[config.mk]
export PLATFORM = sky130hd
export DESIGN_NAME = xaa_attr_decode
export DESIGN_NICKNAME = d
export VERILOG_FILES = /design/src/xaa_pkg.sv /design/src/xaa_match_if.sv /design/src/xaa_attr_decode.sv /design/src/xaa_strobe_decode.sv
export SDC_FILE = /design/constraint.sdc
export NUM_CORES = 1
export LEC_CHECK = 0
export BUFFER_PORTS_ARGS = -buffer_cell sky130_fd_sc_hd__buf_4
export CORE_MARGIN = 2
export CORE_UTILIZATION = 57
export DETAILED_ROUTE_END_ITERATION = 16
export PLACE_DENSITY_LB_ADDON = 0.12
export SLEW_MARGIN = 20
export SYNTH_ARGS = -nofsm -noshare
export SYNTH_HDL_FRONTEND = slang
export SYNTH_SLANG_ARGS = --single-unit
[constraint.sdc]
create_clock -name i_core_clk -period 10.5 [get_ports i_core_clk]
set_input_delay 1.575 -clock i_core_clk [delete_from_list [all_inputs] [get_ports i_core_clk]]
set_output_delay 1.575 -clock i_core_clk [all_outputs]
set_load 0.005 [all_outputs]
[src/xaa_pkg.sv]
// Constants, field layout and types for the external address attribute decode.
// Assumes a single core clock and that all users refer to names as xaa_pkg::name.
//
// Overview of operation
// - Strobe asserts on field match in enabled space
// - Compare field bits 23..12, top address bits
// - Count field picks top bits to compare
// - Count zero matches whole space outside internal
// - Packing: three byte accesses at base, +1, +2
// - Bytes on low lanes, little endian order
// - Packing off: one 24-bit access per word
// - Packing applies to DMA accesses only
// - Keep bus mastership across three bytes
// - No row/column address multiplexing
// - Bits 5/4/3 enable Y, X, program spaces
// - Bit 2 set gives active-high strobe

package xaa_pkg;

  // ---------------------------------------------------------------------------
  // Widths
  // ---------------------------------------------------------------------------
  localparam int unsigned ADDR_W = 24;  // External address width
  localparam int unsigned DATA_W = 24;  // Word and register width
  localparam int unsigned NUM_SEL = 4;  // Attribute select registers / strobe pins
  localparam int unsigned BYTE_W = 8;   // Byte-wide memory lane

  // ---------------------------------------------------------------------------
  // Register offsets, word addressed
  // ---------------------------------------------------------------------------
  localparam logic [23:0] OFS_SEL0 = 24'h0ffff9;
  localparam logic [23:0] OFS_SEL1 = 24'h0ffff8;
  localparam logic [23:0] OFS_SEL2 = 24'h0ffff7;
  localparam logic [23:0] OFS_SEL3 = 24'h0ffff6;

  // ---------------------------------------------------------------------------
  // Field positions
  // ---------------------------------------------------------------------------
  localparam int unsigned CMP_ADDR_HI = 23;  // Compare address field
  localparam int unsigned CMP_ADDR_LO = 12;
  localparam int unsigned CMP_CNT_HI = 11;   // Compare count field
  localparam int unsigned CMP_CNT_LO = 8;
  localparam int unsigned PACK_BIT = 7;      // Byte pack enable
  localparam int unsigned Y_EN_BIT = 5;      // Y data space match enable
  localparam int unsigned X_EN_BIT = 4;      // X data space match enable
  localparam int unsigned P_EN_BIT = 3;      // Program space match enable
  localparam int unsigned POL_BIT = 2;       // Strobe polarity

  // ---------------------------------------------------------------------------
  // Values
  // ---------------------------------------------------------------------------
  localparam logic [23:0] SEL_RESET = 24'h000000;    // All fields clear
  localparam logic [23:0] SEL_RW_MASK = 24'hffffbc;  // Bits 6, 1, 0 read zero
  localparam logic [3:0] CNT_WHOLE = 4'h0;           // Match whole space
  localparam logic [11:0] MASK_ALL = 12'hfff;        // Full compare mask
  localparam logic [3:0] STROBE_IDLE = 4'hf;         // Pins idle at reset polarity
  localparam logic [1:0] LAST_PACKED = 2'h2;         // Last beat index, packed
  localparam logic [1:0] LAST_WORD = 2'h0;           // Last beat index, word

  // ---------------------------------------------------------------------------
  // Types
  // ---------------------------------------------------------------------------
  typedef enum logic [1:0] {
    SP_PROG = 2'h0,
    SP_X = 2'h1,
    SP_Y = 2'h2
  } xaa_space_t;

  typedef enum logic [2:0] {
    ST_IDLE = 3'h1,
    ST_BUS = 3'h2,
    ST_DONE = 3'h4
  } xaa_state_t;

endpackage : xaa_pkg

[src/xaa_match_if.sv]
// Carrier between the attribute controller and the strobe decoder.
// Assumes the controller drives the access view and the decoder answers combinationally.
`timescale 1ns/1ps
`default_nettype none

interface xaa_match_if;
  logic [23:0] addr;              // Address of the coming external cycle
  xaa_pkg::xaa_space_t space;     // Space of the coming cycle
  logic internal;                 // Address lies in the internal map
  logic active;                   // An external cycle is coming
  logic [23:0] cfg [4];           // Attribute select registers
  wire logic [3:0] hit;           // Per-register match
  wire logic [3:0] pin_lvl;       // Pin level after polarity

  modport ctrl (output addr, space, internal, active, cfg, input hit, pin_lvl);
  modport dec (input addr, space, internal, active, cfg, output hit, pin_lvl);
endinterface : xaa_match_if

`default_nettype wire

[src/xaa_attr_decode.sv]
// Top of the external address attribute decode and byte packing control.
// Assumes one external cycle at a time, finished by a one-cycle done from the bus.
// Assumes inputs are synchronous to the core clock.
//
// Strobed register access was left to the implementer.
`timescale 1ns/1ps
`default_nettype none

module xaa_attr_decode (
  // Clock and reset
  input wire logic i_core_clk,
  input wire logic i_sys_rst,
  // Register port
  input wire logic [23:0] i_reg_addr,
  input wire logic [23:0] i_reg_wdata,
  input wire logic i_reg_wr,
  input wire logic i_reg_rd,
  output logic [23:0] o_reg_rdata,
  // Access request from core or DMA
  input wire logic i_acc_req,
  input wire logic [23:0] i_acc_addr,
  input wire logic [1:0] i_acc_space,
  input wire logic i_acc_dma,
  input wire logic i_acc_wr,
  input wire logic [23:0] i_acc_wdata,
  input wire logic i_acc_internal,
  output logic o_acc_busy,
  output logic o_acc_done,
  output logic [23:0] o_acc_rdata,
  // External bus cycle control
  output logic o_ext_cyc,
  output logic o_ext_wr,
  output logic o_ext_byte_mode,
  output logic [23:0] o_ext_addr,
  output logic [23:0] o_ext_wdata,
  input wire logic [23:0] i_ext_rdata,
  input wire logic i_ext_done,
  output logic o_bus_hold,
  // Attribute strobe pins
  output logic [3:0] o_attr_strobe
);

  // ---------------------------------------------------------------------------
  // Helpers
  // ---------------------------------------------------------------------------

  // Register index decode: bit 2 says mapped, bits 1..0 give the index
  function automatic logic [2:0] sel_index(input logic [23:0] a);
    case (a)
      xaa_pkg::OFS_SEL0: sel_index = 3'h4;
      xaa_pkg::OFS_SEL1: sel_index = 3'h5;
      xaa_pkg::OFS_SEL2: sel_index = 3'h6;
      xaa_pkg::OFS_SEL3: sel_index = 3'h7;
      default: sel_index = 3'h0;
    endcase
  endfunction : sel_index

  // Byte of a word for one beat, low byte first
  function automatic logic [7:0] get_byte(input logic [23:0] w, input logic [1:0] b);
    case (b)
      2'h0: get_byte = w[7:0];
      2'h1: get_byte = w[15:8];
      default: get_byte = w[23:16];
    endcase
  endfunction : get_byte

  // Word with one beat's byte replaced
  function automatic logic [23:0] put_byte(input logic [23:0] w, input logic [1:0] b,
                                           input logic [7:0] v);
    case (b)
      2'h0: put_byte = {w[23:8], v};
      2'h1: put_byte = {w[23:16], v, w[7:0]};
      default: put_byte = {v, w[15:0]};
    endcase
  endfunction : put_byte

  // ---------------------------------------------------------------------------
  // Register file
  // ---------------------------------------------------------------------------
  logic [23:0] sel_r [4];        // Attribute select registers
  logic [23:0] reg_rdata_r;      // Read data, one cycle after the strobe
  wire logic [2:0] wr_idx_w;     // Decoded write target
  wire logic [2:0] rd_idx_w;     // Decoded read target
  wire logic [23:0] rd_val_w;    // Selected register, reserved bits cleared

  assign wr_idx_w = sel_index(i_reg_addr);
  assign rd_idx_w = sel_index(i_reg_addr);
  // Unmapped reads answer zero
  assign rd_val_w = rd_idx_w[2] ? (sel_r[rd_idx_w[1:0]] & xaa_pkg::SEL_RW_MASK)
                                : 24'h000000;

  // Writes land whole; reserved bits are never stored so they read zero
  always_ff @(posedge i_core_clk or posedge i_sys_rst) begin
    if (i_sys_rst) begin
      for (int i = 0; i < 4; i++) begin
        sel_r[i] <= xaa_pkg::SEL_RESET;
      end
    end else if (i_reg_wr && wr_idx_w[2]) begin
      sel_r[wr_idx_w[1:0]] <= i_reg_wdata & xaa_pkg::SEL_RW_MASK;
    end
  end

  // Read data stands only in the cycle after the read strobe
  always_ff @(posedge i_core_clk or posedge i_sys_rst) begin
    if (i_sys_rst) begin
      reg_rdata_r <= 24'h000000;
    end else begin
      reg_rdata_r <= i_reg_rd ? rd_val_w : 24'h000000;
    end
  end

  assign o_reg_rdata = reg_rdata_r;

  // ---------------------------------------------------------------------------
  // Access sequencer state
  // ---------------------------------------------------------------------------
  xaa_pkg::xaa_state_t state_r;       // Sequencer state
  xaa_pkg::xaa_state_t state_nxt;
  logic [23:0] base_r;                // Address taken with the request
  xaa_pkg::xaa_space_t space_r;       // Space taken with the request
  logic internal_r;                   // Internal-map flag of the request
  logic wr_r;                         // Direction of the request
  logic [23:0] wdata_r;               // Word to write
  logic pack_r;                       // This access runs as three bytes
  logic pack_nxt;
  logic [1:0] beat_r;                 // Current byte beat
  logic [1:0] beat_nxt;
  logic [23:0] rdata_r;               // Assembled read word
  logic [23:0] rdata_nxt;
  logic [23:0] ext_addr_r;            // Address on the external bus
  logic [23:0] ext_wdata_r;           // Data on the external bus
  logic [3:0] strobe_r;               // Registered strobe pins

  // Decode view
  xaa_match_if mif ();

  wire logic take_w;                  // Request taken this cycle
  wire logic last_w;                  // Current beat is the last one
  wire logic beat_end_w;              // External cycle finishes now
  wire logic [1:0] last_idx_w;        // Index of the last beat
  wire logic [23:0] addr_nxt_w;       // Address of the coming cycle
  wire logic [23:0] wdata_nxt_w;      // Bus data of the coming cycle
  wire logic pack_hit_w;              // Matching register asks for packing
  wire logic [3:0] pack_en_w;         // Pack enable per register
  xaa_pkg::xaa_space_t space_nxt_w;   // Space of the coming cycle
  wire logic internal_nxt_w;          // Internal flag of the coming cycle

  // ---------------------------------------------------------------------------
  // Sequencing decode
  // ---------------------------------------------------------------------------
  // Requests while busy are ignored; the busy flag tells the source to wait
  assign take_w = (state_r == xaa_pkg::ST_IDLE) & i_acc_req;
  assign last_idx_w = pack_r ? xaa_pkg::LAST_PACKED : xaa_pkg::LAST_WORD;
  assign last_w = beat_r == last_idx_w;
  assign beat_end_w = (state_r == xaa_pkg::ST_BUS) & i_ext_done;

  for (genvar k = 0; k < 4; k++) begin : g_pack
    assign pack_en_w[k] = sel_r[k][xaa_pkg::PACK_BIT];
  end
  // Core accesses never pack, whatever the register says
  assign pack_hit_w = i_acc_dma & |(mif.hit & pack_en_w);

  // Next address: base plus beat; full address goes out, never multiplexed
  assign addr_nxt_w = take_w ? i_acc_addr
                             : 24'(base_r + {22'h000000, beat_nxt});
  assign space_nxt_w = take_w ? xaa_pkg::xaa_space_t'(i_acc_space) : space_r;
  assign internal_nxt_w = take_w ? i_acc_internal : internal_r;
  // Packed writes put one byte on the low lanes
  assign wdata_nxt_w = take_w ? (pack_nxt ? {16'h0000, get_byte(i_acc_wdata, 2'h0)}
                                          : i_acc_wdata)
                     : (pack_r ? {16'h0000, get_byte(wdata_r, beat_nxt)} : wdata_r);

  // Next state and beat
  always_comb begin
    state_nxt = state_r;
    beat_nxt = beat_r;
    pack_nxt = pack_r;
    rdata_nxt = rdata_r;
    case (state_r)
      xaa_pkg::ST_IDLE: begin
        // Capture and decide packing from the base address match
        if (i_acc_req) begin
          state_nxt = xaa_pkg::ST_BUS;
          beat_nxt = 2'h0;
          pack_nxt = pack_hit_w;
          rdata_nxt = 24'h000000;
        end
      end
      xaa_pkg::ST_BUS: begin
        // One beat per external done; low byte arrives first
        if (i_ext_done) begin
          rdata_nxt = pack_r ? put_byte(rdata_r, beat_r, i_ext_rdata[7:0])
                             : i_ext_rdata;
          if (last_w) begin
            state_nxt = xaa_pkg::ST_DONE;
          end else begin
            beat_nxt = 2'(beat_r + 2'h1);
          end
        end
      end
      xaa_pkg::ST_DONE: begin
        // Word complete; release the bus
        state_nxt = xaa_pkg::ST_IDLE;
      end
      default: begin
        state_nxt = xaa_pkg::ST_IDLE;
      end
    endcase
  end

  // ---------------------------------------------------------------------------
  // Strobe decoder
  // ---------------------------------------------------------------------------
  // Decoder sees the coming cycle so the pins change with the address
  assign mif.addr = addr_nxt_w;
  assign mif.space = space_nxt_w;
  assign mif.internal = internal_nxt_w;
  assign mif.active = state_nxt == xaa_pkg::ST_BUS;
  assign mif.cfg = sel_r;

  xaa_strobe_decode u_decode (
    .mif(mif.dec)
  );

  // ---------------------------------------------------------------------------
  // Sequencer registers
  // ---------------------------------------------------------------------------
  always_ff @(posedge i_core_clk or posedge i_sys_rst) begin
    if (i_sys_rst) begin
      state_r <= xaa_pkg::ST_IDLE;
      beat_r <= 2'h0;
      pack_r <= 1'b0;
      rdata_r <= 24'h000000;
    end else begin
      state_r <= state_nxt;
      beat_r <= beat_nxt;
      pack_r <= pack_nxt;
      rdata_r <= rdata_nxt;
    end
  end

  // Request capture; held for the whole word
  always_ff @(posedge i_core_clk or posedge i_sys_rst) begin
    if (i_sys_rst) begin
      base_r <= 24'h000000;
      space_r <= xaa_pkg::SP_PROG;
      internal_r <= 1'b0;
      wr_r <= 1'b0;
      wdata_r <= 24'h000000;
    end else if (take_w) begin
      base_r <= i_acc_addr;
      space_r <= xaa_pkg::xaa_space_t'(i_acc_space);
      internal_r <= i_acc_internal;
      wr_r <= i_acc_wr;
      wdata_r <= i_acc_wdata;
    end
  end

  // External address, data and strobes move together each beat
  always_ff @(posedge i_core_clk or posedge i_sys_rst) begin
    if (i_sys_rst) begin
      ext_addr_r <= 24'h000000;
      ext_wdata_r <= 24'h000000;
      strobe_r <= xaa_pkg::STROBE_IDLE;
    end else begin
      // Pins always follow the live decode, idle level included
      strobe_r <= mif.pin_lvl;
      if (take_w || (beat_end_w && !last_w)) begin
        ext_addr_r <= addr_nxt_w;
        ext_wdata_r <= wdata_nxt_w;
      end
    end
  end

  // ---------------------------------------------------------------------------
  // Outputs
  // ---------------------------------------------------------------------------
  assign o_acc_busy = state_r != xaa_pkg::ST_IDLE;
  assign o_acc_done = state_r == xaa_pkg::ST_DONE;
  assign o_acc_rdata = rdata_r;
  assign o_ext_cyc = state_r == xaa_pkg::ST_BUS;
  assign o_ext_wr = wr_r & (state_r == xaa_pkg::ST_BUS);
  assign o_ext_byte_mode = pack_r & (state_r == xaa_pkg::ST_BUS);
  assign o_ext_addr = ext_addr_r;
  assign o_ext_wdata = ext_wdata_r;
  // Held over all beats of a word, so nothing can take the bus between bytes
  assign o_bus_hold = state_r == xaa_pkg::ST_BUS;
  assign o_attr_strobe = strobe_r;

endmodule : xaa_attr_decode

`default_nettype wire

[src/xaa_strobe_decode.sv]
// Strobe match decode for the four attribute select registers.
// Assumes the controller presents the address and space of the next cycle.
`timescale 1ns/1ps
`default_nettype none

module xaa_strobe_decode (
  // Match view
  xaa_match_if.dec mif
);

  // ---------------------------------------------------------------------------
  // Compare mask helper
  // ---------------------------------------------------------------------------
  // Top n bits set; reserved counts above twelve simply compare all twelve
  function automatic logic [11:0] cmp_mask(input logic [3:0] n);
    cmp_mask = ~(xaa_pkg::MASK_ALL >> n);
  endfunction : cmp_mask

  // ---------------------------------------------------------------------------
  // Per-register decode
  // ---------------------------------------------------------------------------
  genvar g;
  for (g = 0; g < xaa_pkg::NUM_SEL; g++) begin : g_sel
    wire logic [11:0] mask_w;   // Bits that take part in the compare
    wire logic space_en_w;      // Current space enabled here
    wire logic addr_eq_w;       // Masked top bits agree
    wire logic whole_w;         // Count of zero
    wire logic [3:0] cnt_w;     // Compare count field
    assign cnt_w = mif.cfg[g][xaa_pkg::CMP_CNT_HI:xaa_pkg::CMP_CNT_LO];
    assign mask_w = cmp_mask(cnt_w);
    // Always the most significant address bits, 23..12
    assign addr_eq_w = ((mif.addr[23:12]
      ^ mif.cfg[g][xaa_pkg::CMP_ADDR_HI:xaa_pkg::CMP_ADDR_LO]) & mask_w) == 12'h000;
    assign space_en_w = ((mif.space == xaa_pkg::SP_Y) & mif.cfg[g][xaa_pkg::Y_EN_BIT])
      | ((mif.space == xaa_pkg::SP_X) & mif.cfg[g][xaa_pkg::X_EN_BIT])
      | ((mif.space == xaa_pkg::SP_PROG) & mif.cfg[g][xaa_pkg::P_EN_BIT]);
    assign whole_w = cnt_w == xaa_pkg::CNT_WHOLE;
    // Whole-space match only for addresses outside the internal map
    assign mif.hit[g] = mif.active & space_en_w & addr_eq_w
      & (~whole_w | ~mif.internal);
    // Clear polarity bit gives an active-low pin
    assign mif.pin_lvl[g] = ~(mif.hit[g] ^ mif.cfg[g][xaa_pkg::POL_BIT]);
  end

endmodule : xaa_strobe_decode

`default_nettype wire
* Word level (Yosys, flattened, before mapping) *
Cells that the tools add are included.

word-level totals
  register bits = 254
  word-level logic and storage cells = 168

cells by class
  $add $sub $neg = 2
  magnitude comparators = 2
  eq/ne operators = 20
  shift operators = 4
  muxes and demuxes = 32
  bitwise logic cells = 68
  reduce and logical (&&, ||, !) cells = 21

operators by type and width
  kind                   count
  $mux 24                12
  $bwmux 96              1
  $eq 24x20->1 const B   4
  $pmux 24 s2            2
  $and 12x12->12         4
  $bmux 24 s2            1
  $demux 24 s2           1
  $logic_not 12->1       4
  $not 12->12            4
  $shr 12x4->12 const A  4
  $xor 12x12->12         4
  $and 1x1->1            29
  $add 24x2->24          1
  $logic_not 4->1        4
  $pmux 8 s2             1
  $reduce_and 5->1       3
  $or 1x1->1             12
  $pmux 3 s4             1
  $mux 2                 5
  $mux 3                 3
  $not 1->1              9
  $eq 2x1->1 const B     3
  $eq 3x2->1 const B     2
  $logic_not 2->1        3
  22 further kinds       32

* Longest topological paths before layout *
  depth in word-level cells = 19
  gate-level depth with buffers = 20
  gate-level depth less buffers = 18

* Cells and area by module *
Synthesis repeated with hierarchy kept, for this count alone.

second synthesis, totals
  cell total of the unflattened synthesis = 1193
  area total of the unflattened synthesis = 11961.5 um2

modules (own cells, without submodules)
  module             instances  cells an instance  area each (um2)
  xaa_attr_decode    1          1034               10810.4
  xaa_strobe_decode  1          159                1151.1

* Least setup slack after synthesis *
Ideal clock, no wire load.

  kind = in2reg
  start = input i_acc_req
  end = register ext_wdata_r[10], in the netlist o_ext_wdata[10]
  library setup time = 126 ps
  data arrival time = 5959 ps
  data required time = 10374 ps
  slack = 4415 ps
  stages on the path = 19
  path buffers = 3
  cells stage by stage = nand3b_1 -> a21oi_1 -> o21ai_0 -> a32oi_1 -> inv_1 -> ha_1 -> a21oi_1 -> or4_1 -> clkbuf_1 -> or3_1 -> clkbuf_1 -> nand4_1 -> o311a_1 -> nand4_1 -> or4_1 -> o41a_1 -> o211ai_2 -> buf_6 -> o21ai_2

on the way
  word-level cells in the longest chain between the ends = 16

RTL lines
  what                    RTL line                 RTL
  start, declared         xaa_attr_decode.sv:20    input wire logic i_acc_req,
  $mux 2 *                xaa_attr_decode.sv:182   if (i_acc_req) begin
  $pmux 2 s2 *            xaa_attr_decode.sv:179   case (state_r)
  via beat_nxt[1]         xaa_attr_decode.sv:127   logic [1:0] beat_nxt;
  $add 24x2->24 *         xaa_attr_decode.sv:165   : 24'(base_r + {22'h000000, beat_nxt});
  $mux 24 *               xaa_attr_decode.sv:164   assign addr_nxt_w = take_w ? i_acc_addr
  $xor 12x12->12          xaa_strobe_decode.sv:33  ^ mif.cfg[g][xaa_pkg::CMP_ADDR_HI:xaa_pkg::CMP_ADDR_LO]) & mask_w) == 12'h000;
  $and 12x12->12          xaa_strobe_decode.sv:33
  $logic_not 12->1        xaa_strobe_decode.sv:32  assign addr_eq_w = ((mif.addr[23:12]
  $and 1x1->1             xaa_strobe_decode.sv:39  assign mif.hit[g] = mif.active & space_en_w & addr_eq_w
  $and 1x1->1             xaa_strobe_decode.sv:40  & (~whole_w | ~mif.internal);
  $and 4x4->4 *           xaa_attr_decode.sv:161   assign pack_hit_w = i_acc_dma & |(mif.hit & pack_en_w);
  $reduce_or 4->1 *       xaa_attr_decode.sv:161
  $and 1x1->1 *           xaa_attr_decode.sv:161
  $mux 1 *                xaa_attr_decode.sv:182
  $mux 1 *                xaa_attr_decode.sv:179
  $mux 24 * (2 in a row)  xaa_attr_decode.sv:169   assign wdata_nxt_w = take_w ? (pack_nxt ? {16'h0000, get_byte(i_acc_wdata, 2'h0)}
  end signal, assigned    xaa_attr_decode.sv:270   ext_wdata_r <= wdata_nxt_w;
  end, declared           xaa_attr_decode.sv:131   logic [23:0] ext_wdata_r;

The timed path passes the listed nets; every way through them passes the cells marked *.
A chain may end at the register's enable or synchronous reset.

* Final worst setup path *
  start = input i_acc_req
  end = register ext_wdata_r[18], in the netlist o_ext_wdata[18]

The elaborated chain is that of the path after synthesis.

==> results.json <==
{
  "yosys.area.top_type": "dfrtp_1",
  "ant_nets": 0,
  "grt_start_max_net_pins": 98,
  "synth_seq_cells": 239,
  "placed_area_um2": 14800,
  "fp-row-count": 55,
  "critical-path-top-delay-family": "simple AND/OR/NAND/NOR gates",
  "clock_latency_ns": 0.53,
  "io_buffers": 230,
  "cts_num_sinks": 239,
  "path_clk_slew_ns": 0.06,
  "timing.critical_path.buf_inv": 3,
  "yosysSeqAreaShare_pct": 46.3,
  "place_inst": 1765,
  "drc": 0,
  "worstPathCellList": "buf_4 > nand3b_1 > a21oi_1 > o21ai_0 > nand2_1 > o21ai_0 > buf_4 > ha_1 > inv_1 > fa_1 > nand3b_1 > or4_1 > or4_1 > a31oi_1 > xnor2_1 > nor2_1 > nor4_1 > nand3_1 > o211ai_4 > o21ai_0",
  "ys_types": 81,
  "dp_hpwl_mm": 26.2,
  "synth_edf_count": 0,
  "drt_wl_total_mm": 37.1,
  "antenna_cells": 0,
  "holdWs_ns": 0.470,
  "post_cts_buffers": 0,
  "synth_top_area_share_pct": 45.3,
  "clock_skew_ns": 0.00835,
  "fin_cells": 1814,
  "dr.pass1.iters": 5,
  "slew_headroom_pct": 21.7,
  "cts_buffers": 26,
  "post-route-min-period_ns": 6.52,
  "setup_tns_ns": 0,
  "cts_hold_buf": 0,
  "die_area_um2": 23900,
  "gr-total-overflow": 0,
  "netlist_instances": 1326,
  "setup_violations": 0,
  "place.gp.congestion": 0.914,
  "run_status": "completed",
  "die_h_um": 155,
  "cp.required_ns": 10.88,
  "grt_usage_pct": 30.8,
  "final_cell_area_um2": 15900,
  "routedWlPerCell_um": 20.5,
  "synth_flop_cell": "dfrtp_1",
  "initial_utilization_pct": 57.7,
  "cts_tree": "built",
  "grt_first_pass_wirelength_mm": 58.4,
  "cts-root-buf": "clkbuf_16",
  "drv_cap": 0,
  "drive_gt1_share_pct": 28.3,
  "setup.worst_path.class": "input pin to register",
  "rsz0062_at_grt": "false",
  "yosys-top-cells-area": "dfrtp_1 (45%), mux2_2 (7.5%), nand2_1 (5.9%)",
  "drt-initial-drc-count": 883,
  "synth.avg_cell_area_um2": 9.76,
  "nets": 1645,
  "worstPathArrival_ns": 6.89,
  "cp_common_cell": "o21ai_0",
  "first_global_vias": 10500,
  "irDropWorstVdd_mv": 0.165,
  "cts.repair.resized": 0,
  "critPathMaxStageDelay_ns": 0.68,
  "viasPerCell": 6.06,
  "coreArea_um2": 22400,
  "route.vias.total": 11000,
  "startpoint_type": "input pin",
  "p_leak_uw": 0.00734,
  "finalCritPeriodShare_pct": 62.1,
  "hp-class": "register to register",
  "worstMarginPinSlew_ns": 1.17,
  "end_kind": "register",
  "clock_path_buffers": 3,
  "syn_area_um2": 12900,
  "max_freq_mhz": 153,
  "syn_to_final_growth_pct": 22.5,
  "report.final.hold_viol_count": 0,
  "num_io_pins": 237,
  "antenna_found_initial": 0,
  "slew_viol_final": 0,
  "ys_warn_count": 0,
  "htreeDepth": 1,
  "cp_slowest_cell": "o211ai_4",
  "die_w_um": 155,
  "async_flop_share_pct": 100,
  "p_per_area_nw_per_um2": 214,
  "crit_fanout": 17
}
synthesized netlist by cell type, types with 8 or more instances:
library cell / n
a21oi_1: 47
mux2i_1: 14
dfrtp_1: 234
o22ai_1: 9
nand2_1: 202
o31ai_1: 13
nand3_1: 38
nand2b_1: 11
nor4_1: 14
o221ai_1: 17
xnor2_1: 32
nor3_1: 18
nor2_1: 59
mux2_2: 86
nand4_1: 17
mux4_2: 21
xor2_1: 33
nor2b_1: 48
inv_1: 57
clkbuf_1: 79
a211oi_1: 8
o21a_1: 8
o21ai_0: 95
o21ai_2: 8
and3_1: 9
o211ai_1: 10
final timing paths:
check / to / slack (ns) / depth (start not counted) / from
min in group asynchronous: mif.cfg[51]$_DFFE_PP0P_ / 1.12 / 2 / i_sys_rst
min: wdata_r[1]$_DFFE_PP0P_ / 0.47 / 2 / wdata_r[1]$_DFFE_PP0P_
max: o_ext_wdata[18]$_DFFE_PP0P_ / 3.98 / 20 / i_acc_req
min reg2reg: wdata_r[1]$_DFFE_PP0P_ / 0.47 / 2 / wdata_r[1]$_DFFE_PP0P_
max reg2reg: o_ext_wdata[18]$_DFFE_PP0P_ / 4.25 / 19 / state_r[1]$_DFF_PP0_
max in group asynchronous: state_r[0]$_DFF_PP1_ / 7.40 / 5 / i_sys_rst
flip-flops by register name (all words and copies together) (netlist names), 2 cells and up:
| register | count |
|---|---|
| space_r | 2 |
| wdata_r | 24 |
| o_attr_strobe | 4 |
| beat_r | 2 |
| o_acc_rdata | 24 |
| o_ext_addr | 24 |
| o_reg_rdata | 21 |
| o_ext_wdata | 24 |
| mif.cfg | 84 |
| state_r | 3 |
| base_r | 24 |
per-layer routing:
| metal | vias to the layer above | GRT usage [%] | part of all wire (%) |
|---|---|---|---|
| met2 | 488 | 48.5 | 46 |
| met3 | 73 | 4.62 | 7.9 |
| met5 | - | 0 | 0 |
| li1 | 5064 | - | - |
| met4 | 0 | 9.26 | 3.1 |
| met1 | 5362 | 44.7 | 43 |
worst register-to-register path, cell delays in order (launching register included):
cell and delay, ns:
dfrtp_1 0.48, nand2b_1 0.10, or2_2 0.39, o21ai_0 0.27
nand2_1 0.08, o21ai_0 0.08, buf_4 0.19, ha_1 0.17
inv_1 0.06, fa_1 0.43, nand3b_1 0.25, or4_1 0.63
or4_1 0.56, a31oi_1 0.62, xnor2_1 0.19, nor2_1 0.06
nor4_1 0.37, nand3_1 0.29, o211ai_4 0.68, o21ai_0 0.21
placed cells by master, fill, tap and decap left out, drive strengths merged, types with 9 or more instances in the layout:
cell type	n
xnor2	32
nor3	19
o22ai	9
buf	243
a21oi	47
xor2	33
o211ai	11
o221ai	17
nor2	59
nand2	202
o31ai	13
inv	57
dfrtp	234
mux2i	15
nand2b	11
nor4	15
clkbuf	35
mux4	21
mux2	86
o21ai	106
and3	9
nand4	17
nor2b	48
nand3	39
power breakdown:
part	switching (µW)	total, µW	internal [µW]
sequential	186	1320	1140
combinational	560	1000	442
clock	374	1070	692
total	1120	3390	2270
metrics by stage:
step	total power, µW	setup slack [ns]	utilization, %
after floorplan	1890	2.37	-
after global placement	2300	3.30	66.0
after detailed placement	2330	3.18	66.0
after CTS	3400	3.71	70.5
after global routing	3570	3.70	70.7
final	3390	3.98	70.7
cell type report:
type                    instances  area, µm²
clock inverters                13        265
flip-flops and latches        239       5990
inverters                      57        221
clock buffers                  35        746
fillers                      1720       6580
multi-input cells             942       6430
repair buffers                243       1840
well taps                     285        357
cells by family (layout without fill, tap and decap cells):
family	count (synthesis)	count (layout)	share of synthesized area, %
adder cells (fa/ha/maj)	5	5	0.542
XOR/XNOR	65	65	4.40
buffers and inverters	147	348	4.45
AND/OR/NAND/NOR	467	467	17.7
flip-flops	239	239	46.3
other	1	3	0.0290
multiplexers	122	122	12.4
AO/OA/AOI/OAI	280	280	14.2
No activity file was read; power rests on OpenSTA's default activity.
